File: src/design/lsu_cfg.svh
`ifndef LSU_CFG_SVH
`define LSU_CFG_SVH

// cycles from the accepting edge to the done pulse
`define LSU_CYC_PLAIN 4'h1
`define LSU_CYC_PREDEC 4'h2
`define LSU_CYC_DISP 4'h2
`define LSU_CYC_DIRECT 4'h2
`define LSU_CYC_PMEM 4'h3
`define LSU_CYC_POP 4'h2
`define LSU_CYC_PMEM_STORE 4'h1

// pointer steps
`define LSU_STEP_BYTE 16'h0001
`define LSU_STEP_WORD 16'h0002

// reset values
`define LSU_RST_CNT 4'h0
`define LSU_RST_READY 1'b1

`endif

File: src/design/lsu_pkg.sv
package lsu_pkg;

  localparam int DATA_W = 8;
  localparam int ADDR_W = 16;
  localparam int IO_W = 6;
  localparam int PAGE_W = 8;
  localparam int REG_W = 5;
  localparam int PM_W = PAGE_W + ADDR_W;

  // transfer operations
  typedef enum logic [4:0] {
    OP_LOAD_IND, OP_LOAD_POSTINC, OP_LOAD_PREDEC, OP_LOAD_DISP,
    OP_STORE_IND, OP_STORE_POSTINC, OP_STORE_PREDEC, OP_STORE_DISP, OP_STORE_DIRECT,
    OP_PMEM_LOAD, OP_PMEM_LOAD_POSTINC, OP_XPMEM_LOAD, OP_XPMEM_LOAD_POSTINC,
    OP_PMEM_STORE, OP_PMEM_STORE_POSTINC,
    OP_IO_IN, OP_IO_OUT, OP_PUSH, OP_POP
  } op_t;

  typedef enum logic [1:0] {PTR_X, PTR_Y, PTR_Z} ptr_sel_t;

  // request from the decoder and register file
  typedef struct packed {
    op_t op;
    logic [REG_W-1:0] reg_idx;
    logic use_r0;
    ptr_sel_t ptr_sel;
    logic [ADDR_W-1:0] ptr_val;
    logic [ADDR_W-1:0] operand;
    logic [DATA_W-1:0] src_data;
    logic [2*DATA_W-1:0] r1r0;
    logic [ADDR_W-1:0] sp;
    logic [PAGE_W-1:0] page_ext;
  } lsu_req_t;

  // job held while a transfer runs
  typedef struct packed {
    op_t op;
    logic [REG_W-1:0] reg_idx;
    ptr_sel_t ptr_sel;
    logic [ADDR_W-1:0] addr;
    logic [PM_W-1:0] pm_addr;
    logic [DATA_W-1:0] wdata;
    logic [2*DATA_W-1:0] wword;
    logic [ADDR_W-1:0] ptr_new;
    logic [ADDR_W-1:0] sp_new;
  } lsu_job_t;

  // strobes toward data, io and program memory
  typedef struct packed {
    logic dmem_rd;
    logic dmem_wr;
    logic [ADDR_W-1:0] dmem_addr;
    logic [DATA_W-1:0] dmem_wdata;
    logic io_rd;
    logic io_wr;
    logic [IO_W-1:0] io_addr;
    logic [DATA_W-1:0] io_wdata;
    logic pm_rd;
    logic pm_wr;
    logic [PM_W-1:0] pm_addr;
    logic [2*DATA_W-1:0] pm_wdata;
  } mem_req_t;

  // write back toward the register file
  typedef struct packed {
    logic reg_we;
    logic [REG_W-1:0] reg_idx;
    logic [DATA_W-1:0] reg_data;
    logic ptr_we;
    ptr_sel_t ptr_sel;
    logic [ADDR_W-1:0] ptr_data;
    logic sp_we;
    logic [ADDR_W-1:0] sp_data;
  } wb_t;

endpackage

File: src/design/cpu_load_store_unit.sv
`timescale 1ns/1ns
`default_nettype none
`include "lsu_cfg.svh"

module cpu_load_store_unit
  import lsu_pkg::*;
#(
  parameter int DATA_WIDTH = DATA_W,
  parameter int ADDR_WIDTH = ADDR_W,
  parameter int IO_WIDTH = IO_W,
  parameter int PAGE_WIDTH = PAGE_W
) (
  // clock, reset, enable
  input wire logic clk_sys,
  input wire logic arst_n,
  input wire logic ce,
  // request from decoder
  input wire logic req_valid,
  input wire lsu_req_t req,
  output logic req_ready_ff,
  // read data from the spaces
  input wire logic [DATA_W-1:0] dmem_rdata,
  input wire logic [DATA_W-1:0] io_rdata,
  input wire logic [DATA_W-1:0] pm_rdata,
  input wire logic pm_ack,
  // strobes to the spaces
  output mem_req_t mem_ff,
  // results to the register file
  output wb_t wb_ff,
  output logic done_ff,
  output logic flags_we_ff
);

  // the struct layout is fixed by the package, so other widths cannot be served
  // ports are sized from the package; these parameters only refuse a mismatch
  if (DATA_WIDTH != DATA_W || ADDR_WIDTH != ADDR_W || IO_WIDTH != IO_W || PAGE_WIDTH != PAGE_W) begin : g_chk
    $error("cpu_load_store_unit: widths must match lsu_pkg");
  end

  // sequencer state and its next values
  logic [3:0] cnt_ff; // cycles left including the current one
  logic [3:0] nxt_cnt;
  lsu_job_t job_ff; // transfer in flight
  lsu_job_t nxt_job;
  mem_req_t nxt_mem;
  wb_t nxt_wb;
  logic nxt_done;
  logic nxt_ready;
  // decode of the request on the port
  lsu_job_t new_job; // job decoded from the request
  logic [3:0] new_cyc; // its cycle count

  // cycle count per operation
  function automatic logic [3:0] cycles_of(input op_t op);
    logic [3:0] c;
    c = `LSU_CYC_PLAIN;
    unique case (op)
      OP_LOAD_PREDEC, OP_STORE_PREDEC: c = `LSU_CYC_PREDEC;
      OP_LOAD_DISP, OP_STORE_DISP: c = `LSU_CYC_DISP;
      OP_STORE_DIRECT: c = `LSU_CYC_DIRECT;
      OP_PMEM_LOAD, OP_PMEM_LOAD_POSTINC,
      OP_XPMEM_LOAD, OP_XPMEM_LOAD_POSTINC: c = `LSU_CYC_PMEM;
      OP_POP: c = `LSU_CYC_POP;
      OP_PMEM_STORE, OP_PMEM_STORE_POSTINC: c = `LSU_CYC_PMEM_STORE;
      OP_LOAD_IND, OP_LOAD_POSTINC, OP_STORE_IND, OP_STORE_POSTINC,
      OP_IO_IN, OP_IO_OUT, OP_PUSH: c = `LSU_CYC_PLAIN;
      // codes outside the enum take one cycle so the unit never hangs
      default: c = `LSU_CYC_PLAIN;
    endcase
    return c;
  endfunction

  // strobes for the access cycle of a job
  function automatic mem_req_t strobes_of(input lsu_job_t j);
    mem_req_t m;
    m = '0;
    // address and data always follow the job, only the strobes select a space
    m.dmem_addr = j.addr;
    m.dmem_wdata = j.wdata;
    m.io_addr = j.addr[IO_W-1:0];
    m.io_wdata = j.wdata;
    m.pm_addr = j.pm_addr;
    m.pm_wdata = j.wword;
    unique case (j.op)
      OP_LOAD_IND, OP_LOAD_POSTINC, OP_LOAD_PREDEC, OP_LOAD_DISP, OP_POP: m.dmem_rd = 1'b1;
      OP_STORE_IND, OP_STORE_POSTINC, OP_STORE_PREDEC, OP_STORE_DISP,
      OP_STORE_DIRECT, OP_PUSH: m.dmem_wr = 1'b1;
      OP_PMEM_LOAD, OP_PMEM_LOAD_POSTINC,
      OP_XPMEM_LOAD, OP_XPMEM_LOAD_POSTINC: m.pm_rd = 1'b1;
      OP_PMEM_STORE, OP_PMEM_STORE_POSTINC: m.pm_wr = 1'b1;
      OP_IO_IN: m.io_rd = 1'b1;
      OP_IO_OUT: m.io_wr = 1'b1;
      // an illegal code raises no strobe at all
      default: m.dmem_rd = 1'b0;
    endcase
    return m;
  endfunction

  // decode a request into addresses and updated pointer values
  always_comb begin
    new_job = '0;
    new_job.op = req.op;
    new_job.ptr_sel = req.ptr_sel;
    new_job.wdata = req.src_data;
    new_job.wword = req.r1r0; // r1 high, r0 low
    new_job.ptr_new = req.ptr_val;
    new_job.sp_new = req.sp;
    new_job.addr = req.ptr_val;
    // forms without an operand target register 0
    new_job.reg_idx = req.use_r0 ? '0 : req.reg_idx;
    // plain program loads keep the page bits out of the address
    new_job.pm_addr = {{PAGE_W{1'b0}}, req.ptr_val};
    new_cyc = cycles_of(req.op);
    // each arm only overrides what differs from a plain indirect access
    unique case (req.op)
      OP_LOAD_PREDEC, OP_STORE_PREDEC: begin
        // address is the already decremented pointer
        new_job.ptr_new = req.ptr_val - `LSU_STEP_BYTE;
        new_job.addr = req.ptr_val - `LSU_STEP_BYTE;
      end
      OP_LOAD_POSTINC, OP_STORE_POSTINC: begin
        // access at the old value, step afterwards
        new_job.ptr_new = req.ptr_val + `LSU_STEP_BYTE;
      end
      OP_LOAD_DISP, OP_STORE_DISP: begin
        // pointer itself is left alone
        new_job.addr = req.ptr_val + req.operand;
      end
      OP_STORE_DIRECT: begin
        // operand carries the full data-space address
        new_job.addr = req.operand;
      end
      OP_IO_IN, OP_IO_OUT: begin
        // io space is narrow, upper operand bits are dropped
        new_job.addr = {{(ADDR_W-IO_W){1'b0}}, req.operand[IO_W-1:0]};
      end
      OP_PMEM_LOAD: begin
        // program memory is always reached through pointer_z
        new_job.ptr_sel = PTR_Z;
      end
      OP_PMEM_LOAD_POSTINC: begin
        new_job.ptr_sel = PTR_Z;
        new_job.ptr_new = req.ptr_val + `LSU_STEP_BYTE;
      end
      OP_XPMEM_LOAD: begin
        new_job.ptr_sel = PTR_Z;
        new_job.pm_addr = {req.page_ext, req.ptr_val};
      end
      OP_XPMEM_LOAD_POSTINC: begin
        new_job.ptr_sel = PTR_Z;
        new_job.pm_addr = {req.page_ext, req.ptr_val};
        new_job.ptr_new = req.ptr_val + `LSU_STEP_BYTE;
      end
      OP_PMEM_STORE: begin
        new_job.ptr_sel = PTR_Z;
        new_job.pm_addr = {req.page_ext, req.ptr_val};
      end
      OP_PMEM_STORE_POSTINC: begin
        new_job.ptr_sel = PTR_Z;
        new_job.pm_addr = {req.page_ext, req.ptr_val};
        // a word write steps the byte pointer by two
        new_job.ptr_new = req.ptr_val + `LSU_STEP_WORD;
      end
      OP_PUSH: begin
        // store at the current top, then move down
        new_job.addr = req.sp;
        new_job.sp_new = req.sp - `LSU_STEP_BYTE;
      end
      OP_POP: begin
        // move up first, then read
        new_job.addr = req.sp + `LSU_STEP_BYTE;
        new_job.sp_new = req.sp + `LSU_STEP_BYTE;
      end
      default: begin
        // plain indirect loads and stores use the pointer as is
        new_job.addr = req.ptr_val;
      end
    endcase
  end

  // sequencer: count cycles, raise strobes in the last one, write back at its end
  always_comb begin
    nxt_cnt = cnt_ff;
    nxt_job = job_ff;
    nxt_mem = '0; // strobes are single cycle unless held below
    nxt_wb = '0; // write back is a pulse
    nxt_done = 1'b0;
    // last cycle of a transfer: strobes are up, read data is valid now
    if (cnt_ff == 4'h1) begin
      if ((job_ff.op == OP_PMEM_STORE || job_ff.op == OP_PMEM_STORE_POSTINC) && !pm_ack) begin
        // program store has no fixed length; hold the strobe until acknowledged
        // an ack outside a held program store is never looked at
        nxt_mem = mem_ff;
      end else begin
        // access cycle ends: capture read data and finish
        nxt_cnt = 4'h0;
        nxt_done = 1'b1;
        nxt_wb.reg_idx = job_ff.reg_idx;
        nxt_wb.ptr_sel = job_ff.ptr_sel;
        nxt_wb.ptr_data = job_ff.ptr_new;
        nxt_wb.sp_data = job_ff.sp_new;
        unique case (job_ff.op)
          OP_LOAD_IND, OP_LOAD_DISP: begin
            nxt_wb.reg_we = 1'b1;
            nxt_wb.reg_data = dmem_rdata;
          end
          OP_LOAD_POSTINC, OP_LOAD_PREDEC: begin
            nxt_wb.reg_we = 1'b1;
            nxt_wb.reg_data = dmem_rdata;
            nxt_wb.ptr_we = 1'b1;
          end
          OP_STORE_POSTINC, OP_STORE_PREDEC, OP_PMEM_STORE_POSTINC: begin
            nxt_wb.ptr_we = 1'b1;
          end
          OP_PMEM_LOAD, OP_XPMEM_LOAD: begin
            nxt_wb.reg_we = 1'b1;
            nxt_wb.reg_data = pm_rdata;
          end
          OP_PMEM_LOAD_POSTINC, OP_XPMEM_LOAD_POSTINC: begin
            nxt_wb.reg_we = 1'b1;
            nxt_wb.reg_data = pm_rdata;
            nxt_wb.ptr_we = 1'b1;
          end
          OP_IO_IN: begin
            nxt_wb.reg_we = 1'b1;
            nxt_wb.reg_data = io_rdata;
          end
          OP_POP: begin
            nxt_wb.reg_we = 1'b1;
            nxt_wb.reg_data = dmem_rdata;
            nxt_wb.sp_we = 1'b1;
          end
          OP_PUSH: begin
            nxt_wb.sp_we = 1'b1;
          end
          default: begin
            // plain stores and io output only write memory
            nxt_wb.reg_we = 1'b0;
          end
        endcase
      end
    end else if (cnt_ff != 4'h0) begin
      // address cycles: strobes go out for the final cycle
      nxt_cnt = cnt_ff - 4'h1;
      if (nxt_cnt == 4'h1) begin
        nxt_mem = strobes_of(job_ff);
      end
    end else if (req_valid && req_ready_ff) begin
      // accept a new transfer
      nxt_job = new_job;
      nxt_cnt = new_cyc;
      if (new_cyc == 4'h1) begin
        nxt_mem = strobes_of(new_job);
      end
    end
    // ready rises together with done, so the next request may be taken
    // at the edge that ends the done cycle; ready stays a plain flop output
    nxt_ready = (nxt_cnt == 4'h0) && !(cnt_ff == 4'h0 && req_valid && req_ready_ff);
  end

  // every output of the unit is one of these flops
  // state registers, frozen while ce is low
  always_ff @(posedge clk_sys or negedge arst_n) begin
    if (!arst_n) begin
      // idle and ready, with no strobe or pulse up
      cnt_ff <= `LSU_RST_CNT;
      job_ff <= '0;
      mem_ff <= '0;
      wb_ff <= '0;
      done_ff <= 1'b0;
      req_ready_ff <= `LSU_RST_READY;
      flags_we_ff <= 1'b0;
    end else if (ce) begin
      cnt_ff <= nxt_cnt;
      job_ff <= nxt_job;
      mem_ff <= nxt_mem;
      wb_ff <= nxt_wb;
      done_ff <= nxt_done;
      req_ready_ff <= nxt_ready;
      // transfers never touch the status flags
      flags_we_ff <= 1'b0;
    end
  end

endmodule

`default_nettype wire

File: config.mk
export PLATFORM = sky130hd
export DESIGN_NAME = cpu_load_store_unit
export DESIGN_NICKNAME = d
export VERILOG_FILES = /design/src/design/lsu_pkg.sv /design/src/design/cpu_load_store_unit.sv
export VERILOG_INCLUDE_DIRS = /design/src /design/src/design
export SDC_FILE = /design/constraint.sdc
export NUM_CORES = 1
export LEC_CHECK = 0
export BUFFER_PORTS_ARGS = -buffer_cell sky130_fd_sc_hd__buf_2
export CELL_PAD_IN_SITES_DETAIL_PLACEMENT = 0
export CELL_PAD_IN_SITES_GLOBAL_PLACEMENT = 1
export CORE_MARGIN = 2
export CORE_UTILIZATION = 38
export CTS_CLUSTER_DIAMETER = 100
export CTS_CLUSTER_SIZE = 10
export DETAILED_ROUTE_END_ITERATION = 10
export GPL_TIMING_DRIVEN = 0
export PLACE_DENSITY = 0.8
export SYNTH_ARGS = -nofsm -noshare
export SYNTH_HDL_FRONTEND = slang
export SYNTH_SLANG_ARGS = --single-unit
File: constraint.sdc
create_clock -name clk_sys -period 2.15 [get_ports clk_sys]
set_input_delay 0.3225 -clock clk_sys [delete_from_list [all_inputs] [get_ports clk_sys]]
set_output_delay 0.3225 -clock clk_sys [all_outputs]
set_load 0.01 [all_outputs]
==> results.cfg <==
[yosys]
synth_common_cells = 289 x nand2_1, 233 x dfrtp_1, 115 x o21ai_0
synth_top_area_cell = dfrtp_1
synth_edf_count = 0
yosys.area_share.simple_pct = 18.8
synth_top_family_by_area = compound AO/OA/AOI/OAI gates
syn_inst = 1452
yosys.area.top_type_share_pct = 45.0
synth_compound_gate_area_share_pct = 24.4
ys_seq_elements = 234
syn_area_per_cell_sq_um = 8.93
ys_seq_area_share_pct = 45.2
yosysWarnings = 0
synth_most_common_cell = nand2_1
async_flop_share_pct = 100
syn-num-nets = 1601
synth_area_leaders = dfrtp_1 45%, nand2_1 8.4%, o21ai_0 4.4%
synth-xor-area-share_pct = 2.64
syn-cell-area_sq_mm = 0.0130
muxShareOfSynthArea_pct = 0.483
ys_types = 92
synth_flop_cell = dfrtp_1
synthAdderAreaFrac_pct = 2.66

[clock_tree]
cts_tree = yes
clkSinkCount = 234
clk_path_buf_depth = 3
clkLatencyLatePin_ns = 0.56
cts_root_buf = clkbuf_16
cts_buffers = 27
htree_num_levels = 1
clk_pin_slew_ns = 0.06

[grt]
antenna_found_initial = 1
grt_max_degree = 120
track_usage_pct = 26.5
grt_pass1_vias = 12300
grt_pass1_wl_um = 73200
overflow = 0

[sta]
fin_crit_sh_pct = 98.7
skew_ns = 0.0346
fin_crit_ns = 2.12
tightest_slew_ns = 0.901
max_freq_mhz = 471
rsz0062_at_grt = yes
slew_violations = 0
slew_headroom_pct = 39.6
setup_viol = 0
final-hold-violation-count = 0

[run_status]
status = finished clean

[floorplan]
num_rows = 67
ios = 259
die_x_um = 189
die_area_sq_mm = 0.0356
initial_core_util_pct = 38.7
core_area_sq_mm = 0.0335
die_h_um = 189

[final_layout]
multiInputGateArea_sq_mm = 0.00679
finalNonFillerCells = 2251
drive_gt1_share_pct = 27.6
utilization_pct = 50.1
fill_cells = 3214
regArea_sq_mm = 0.00586
nNetsFinal = 1939
syn_to_final_growth_pct = 29.7

[place]
gp_congestion = 0.965
post-place-cells = 2147
post-dp-hpwl_um = 36100
portBuffers = 246

[power]
power_density_mw_per_mm2 = 750
vdd_drop_max_mv = 0.593
leakage_nw = 7.97

[worst_setup_path]
crit_path_start_kind = input port
end_kind = register
crit_chain = buf_2 -> buf_4 -> buf_2 -> nor3_4 -> buf_2 -> a21oi_1 -> nand2_1 -> o21ai_0 -> a31oi_2 -> mux2_2
r2r-start = cnt_ff[1]$_DFFE_PN0P_
cp_max_fo = 10
cpMaxStageDelayCell = nor3_4
required_ns = 2.62
worstSetupPathType = in -> reg
crit_arrival_ns = 2.60
crit_top_cell = buf_2
r2r_end = mem_ff[0]$_DFFE_PN0P_
critical-path-max-stage-delay_ns = 0.43
worst_r2r_path_depth = 9
rrSetupSlack_ns = 0.05

[route]
wl_per_cell_um = 21.6
drt_iter0_markers = 966
dr.pass1.iters = 6
drt-total-wl_um = 48600
drc = 0
num_vias = 13000
ant_nets = 0
via_per_inst = 5.78

[hold_path]
hold_end = job_ff[73]$_DFFE_PN0P_
holdCritStartpoint = req[1]
holdPathStages = 3
hold_path_class = in -> reg

[flow_run]
drv_cap = 0
-- kinds of logic (layout without fill, tap and decap cells) --
logic type / count (synthesis) / in the layout
buf+inv: 164 / 513
other cells: 1 / 2
compound gates: 447 / 448
fa+ha+maj: 27 / 27
simple gates: 534 / 534
mux: 6 / 6
xor+xnor: 39 / 39
flops: 234 / 234
-- layout by cell type, fill, tap and decap left out, types with 8 or more instances in the layout --
cell and count:
clkbuf_2 14, a21o_1 9, nor3_1 26, nand2b_1 13
dlygate4sd3_1 27, clkbuf_1 38, xnor2_1 26, nand4_1 13
a22o_1 43, nand3_1 36, a221o_1 11, a211oi_1 9
a22oi_1 44, inv_1 27, xor2_1 13, nor4_1 11
a32oi_1 9, o21ai_0 112, buf_6 10, a222oi_1 17
nor2_1 71, o22ai_1 8, or3_1 10, o21ai_1 21
buf_2 274, clkbuf_16 27, nand2_1 288, buf_4 62
clkbuf_4 11, ha_1 21, a31oi_1 18, o211ai_1 15
dfrtp_1 230, a21oi_1 41
-- layer usage --
metal / global-route usage, % / share of wire (%) / vias up
li1: - / - / 5955
met1: 37.6 / 44 / 6374
met2: 41.9 / 46 / 589
met3: 4.12 / 8.0 / 81
met4: 7.30 / 2.4 / 2
met5: 0 / 0.035 / -
-- worst max-delay path by stage --
stage                                startpoint                      to  slack [ns]  depth (start not counted)
after floorplan                         req[64]  job_ff[94]$_DFFE_PN0P_       0.003                         10
after CTS                 cnt_ff[0]$_DFFE_PN0P_  mem_ff[79]$_DFFE_PN0P_       0.002                          9
final                                   req[89]  job_ff[84]$_DFFE_PN0P_        0.03                         10
after detailed placement                req[66]  job_ff[91]$_DFFE_PN0P_       -0.84                         11
after global routing      cnt_ff[0]$_DFFE_PN0P_  job_ff[30]$_DFFE_PN0P_       -0.01                          9
after global placement                   arst_n   mem_ff[5]$_DFFE_PN0P_       -3.44                          1
-- sequential cells by signal, summed over array words and instances, names as in the netlist --
signal        flops
wb_ff            50
cnt_ff            4
mem_ff           70
done_ff           1
req_ready_ff      1
job_ff          108
-- through the flow --
step	instance area, sq um	setup slack [ns]	power, mW	setup TNS [ns]	hold slack, ns
5_1_grt	16800	-0.0108	13.3	-0.0223	0.0156
3_5_place_dp	14800	-0.841	8.09	-139.09	0.443
3_3_place_gp	14800	-3.44	8.03	-934.78	0.451
2_1_floorplan	13000	0.00275	7.07	0	0.0269
6_report	16800	0.0272	12.6	0	0.0231
4_1_cts	16400	0.00203	12.5	0	0.000489
-- final cells by class --
cell class / instances / share of cell area [%]
Multi-Input combinational cell: 1055 / 40.4
Clock inverter: 2 / 0.171
Buffer: 124 / 4.91
Antenna cell: 1 / 0.0149
Sequential cell: 234 / 34.9
Clock buffer: 39 / 4.29
Tap cell: 448 / 3.34
Timing Repair Buffer: 315 / 11.2
Inverter: 33 / 0.819
-- power breakdown --
group	total, mW	switching [mW]	leakage [nW]	internal, mW
sequential	5.49	0.476	3.24	5.02
clock	4.06	1.76	0.361	2.30
combinational	3.05	1.81	4.37	1.25
-- worst max-delay path, delay by kind of cell --
kind / cells / cell delay, ns
buffers and inverters: 4 / 0.88
AO/OA/AOI/OAI: 3 / 0.64
AND/OR/NAND/NOR: 2 / 0.51
multiplexers: 1 / 0.22
-- timing repair --
action / CTS / global route
hold buffers: 27 / 0
pin swaps: 10 / 23
resized for setup: 122 / 73
endpoints found under the setup margin: 231 / 222
cloned: 1 / 1
setup buffers: 21 / 19
hold endpoints to repair: 142 / 0
No activity file was read; power rests on OpenSTA's default activity.
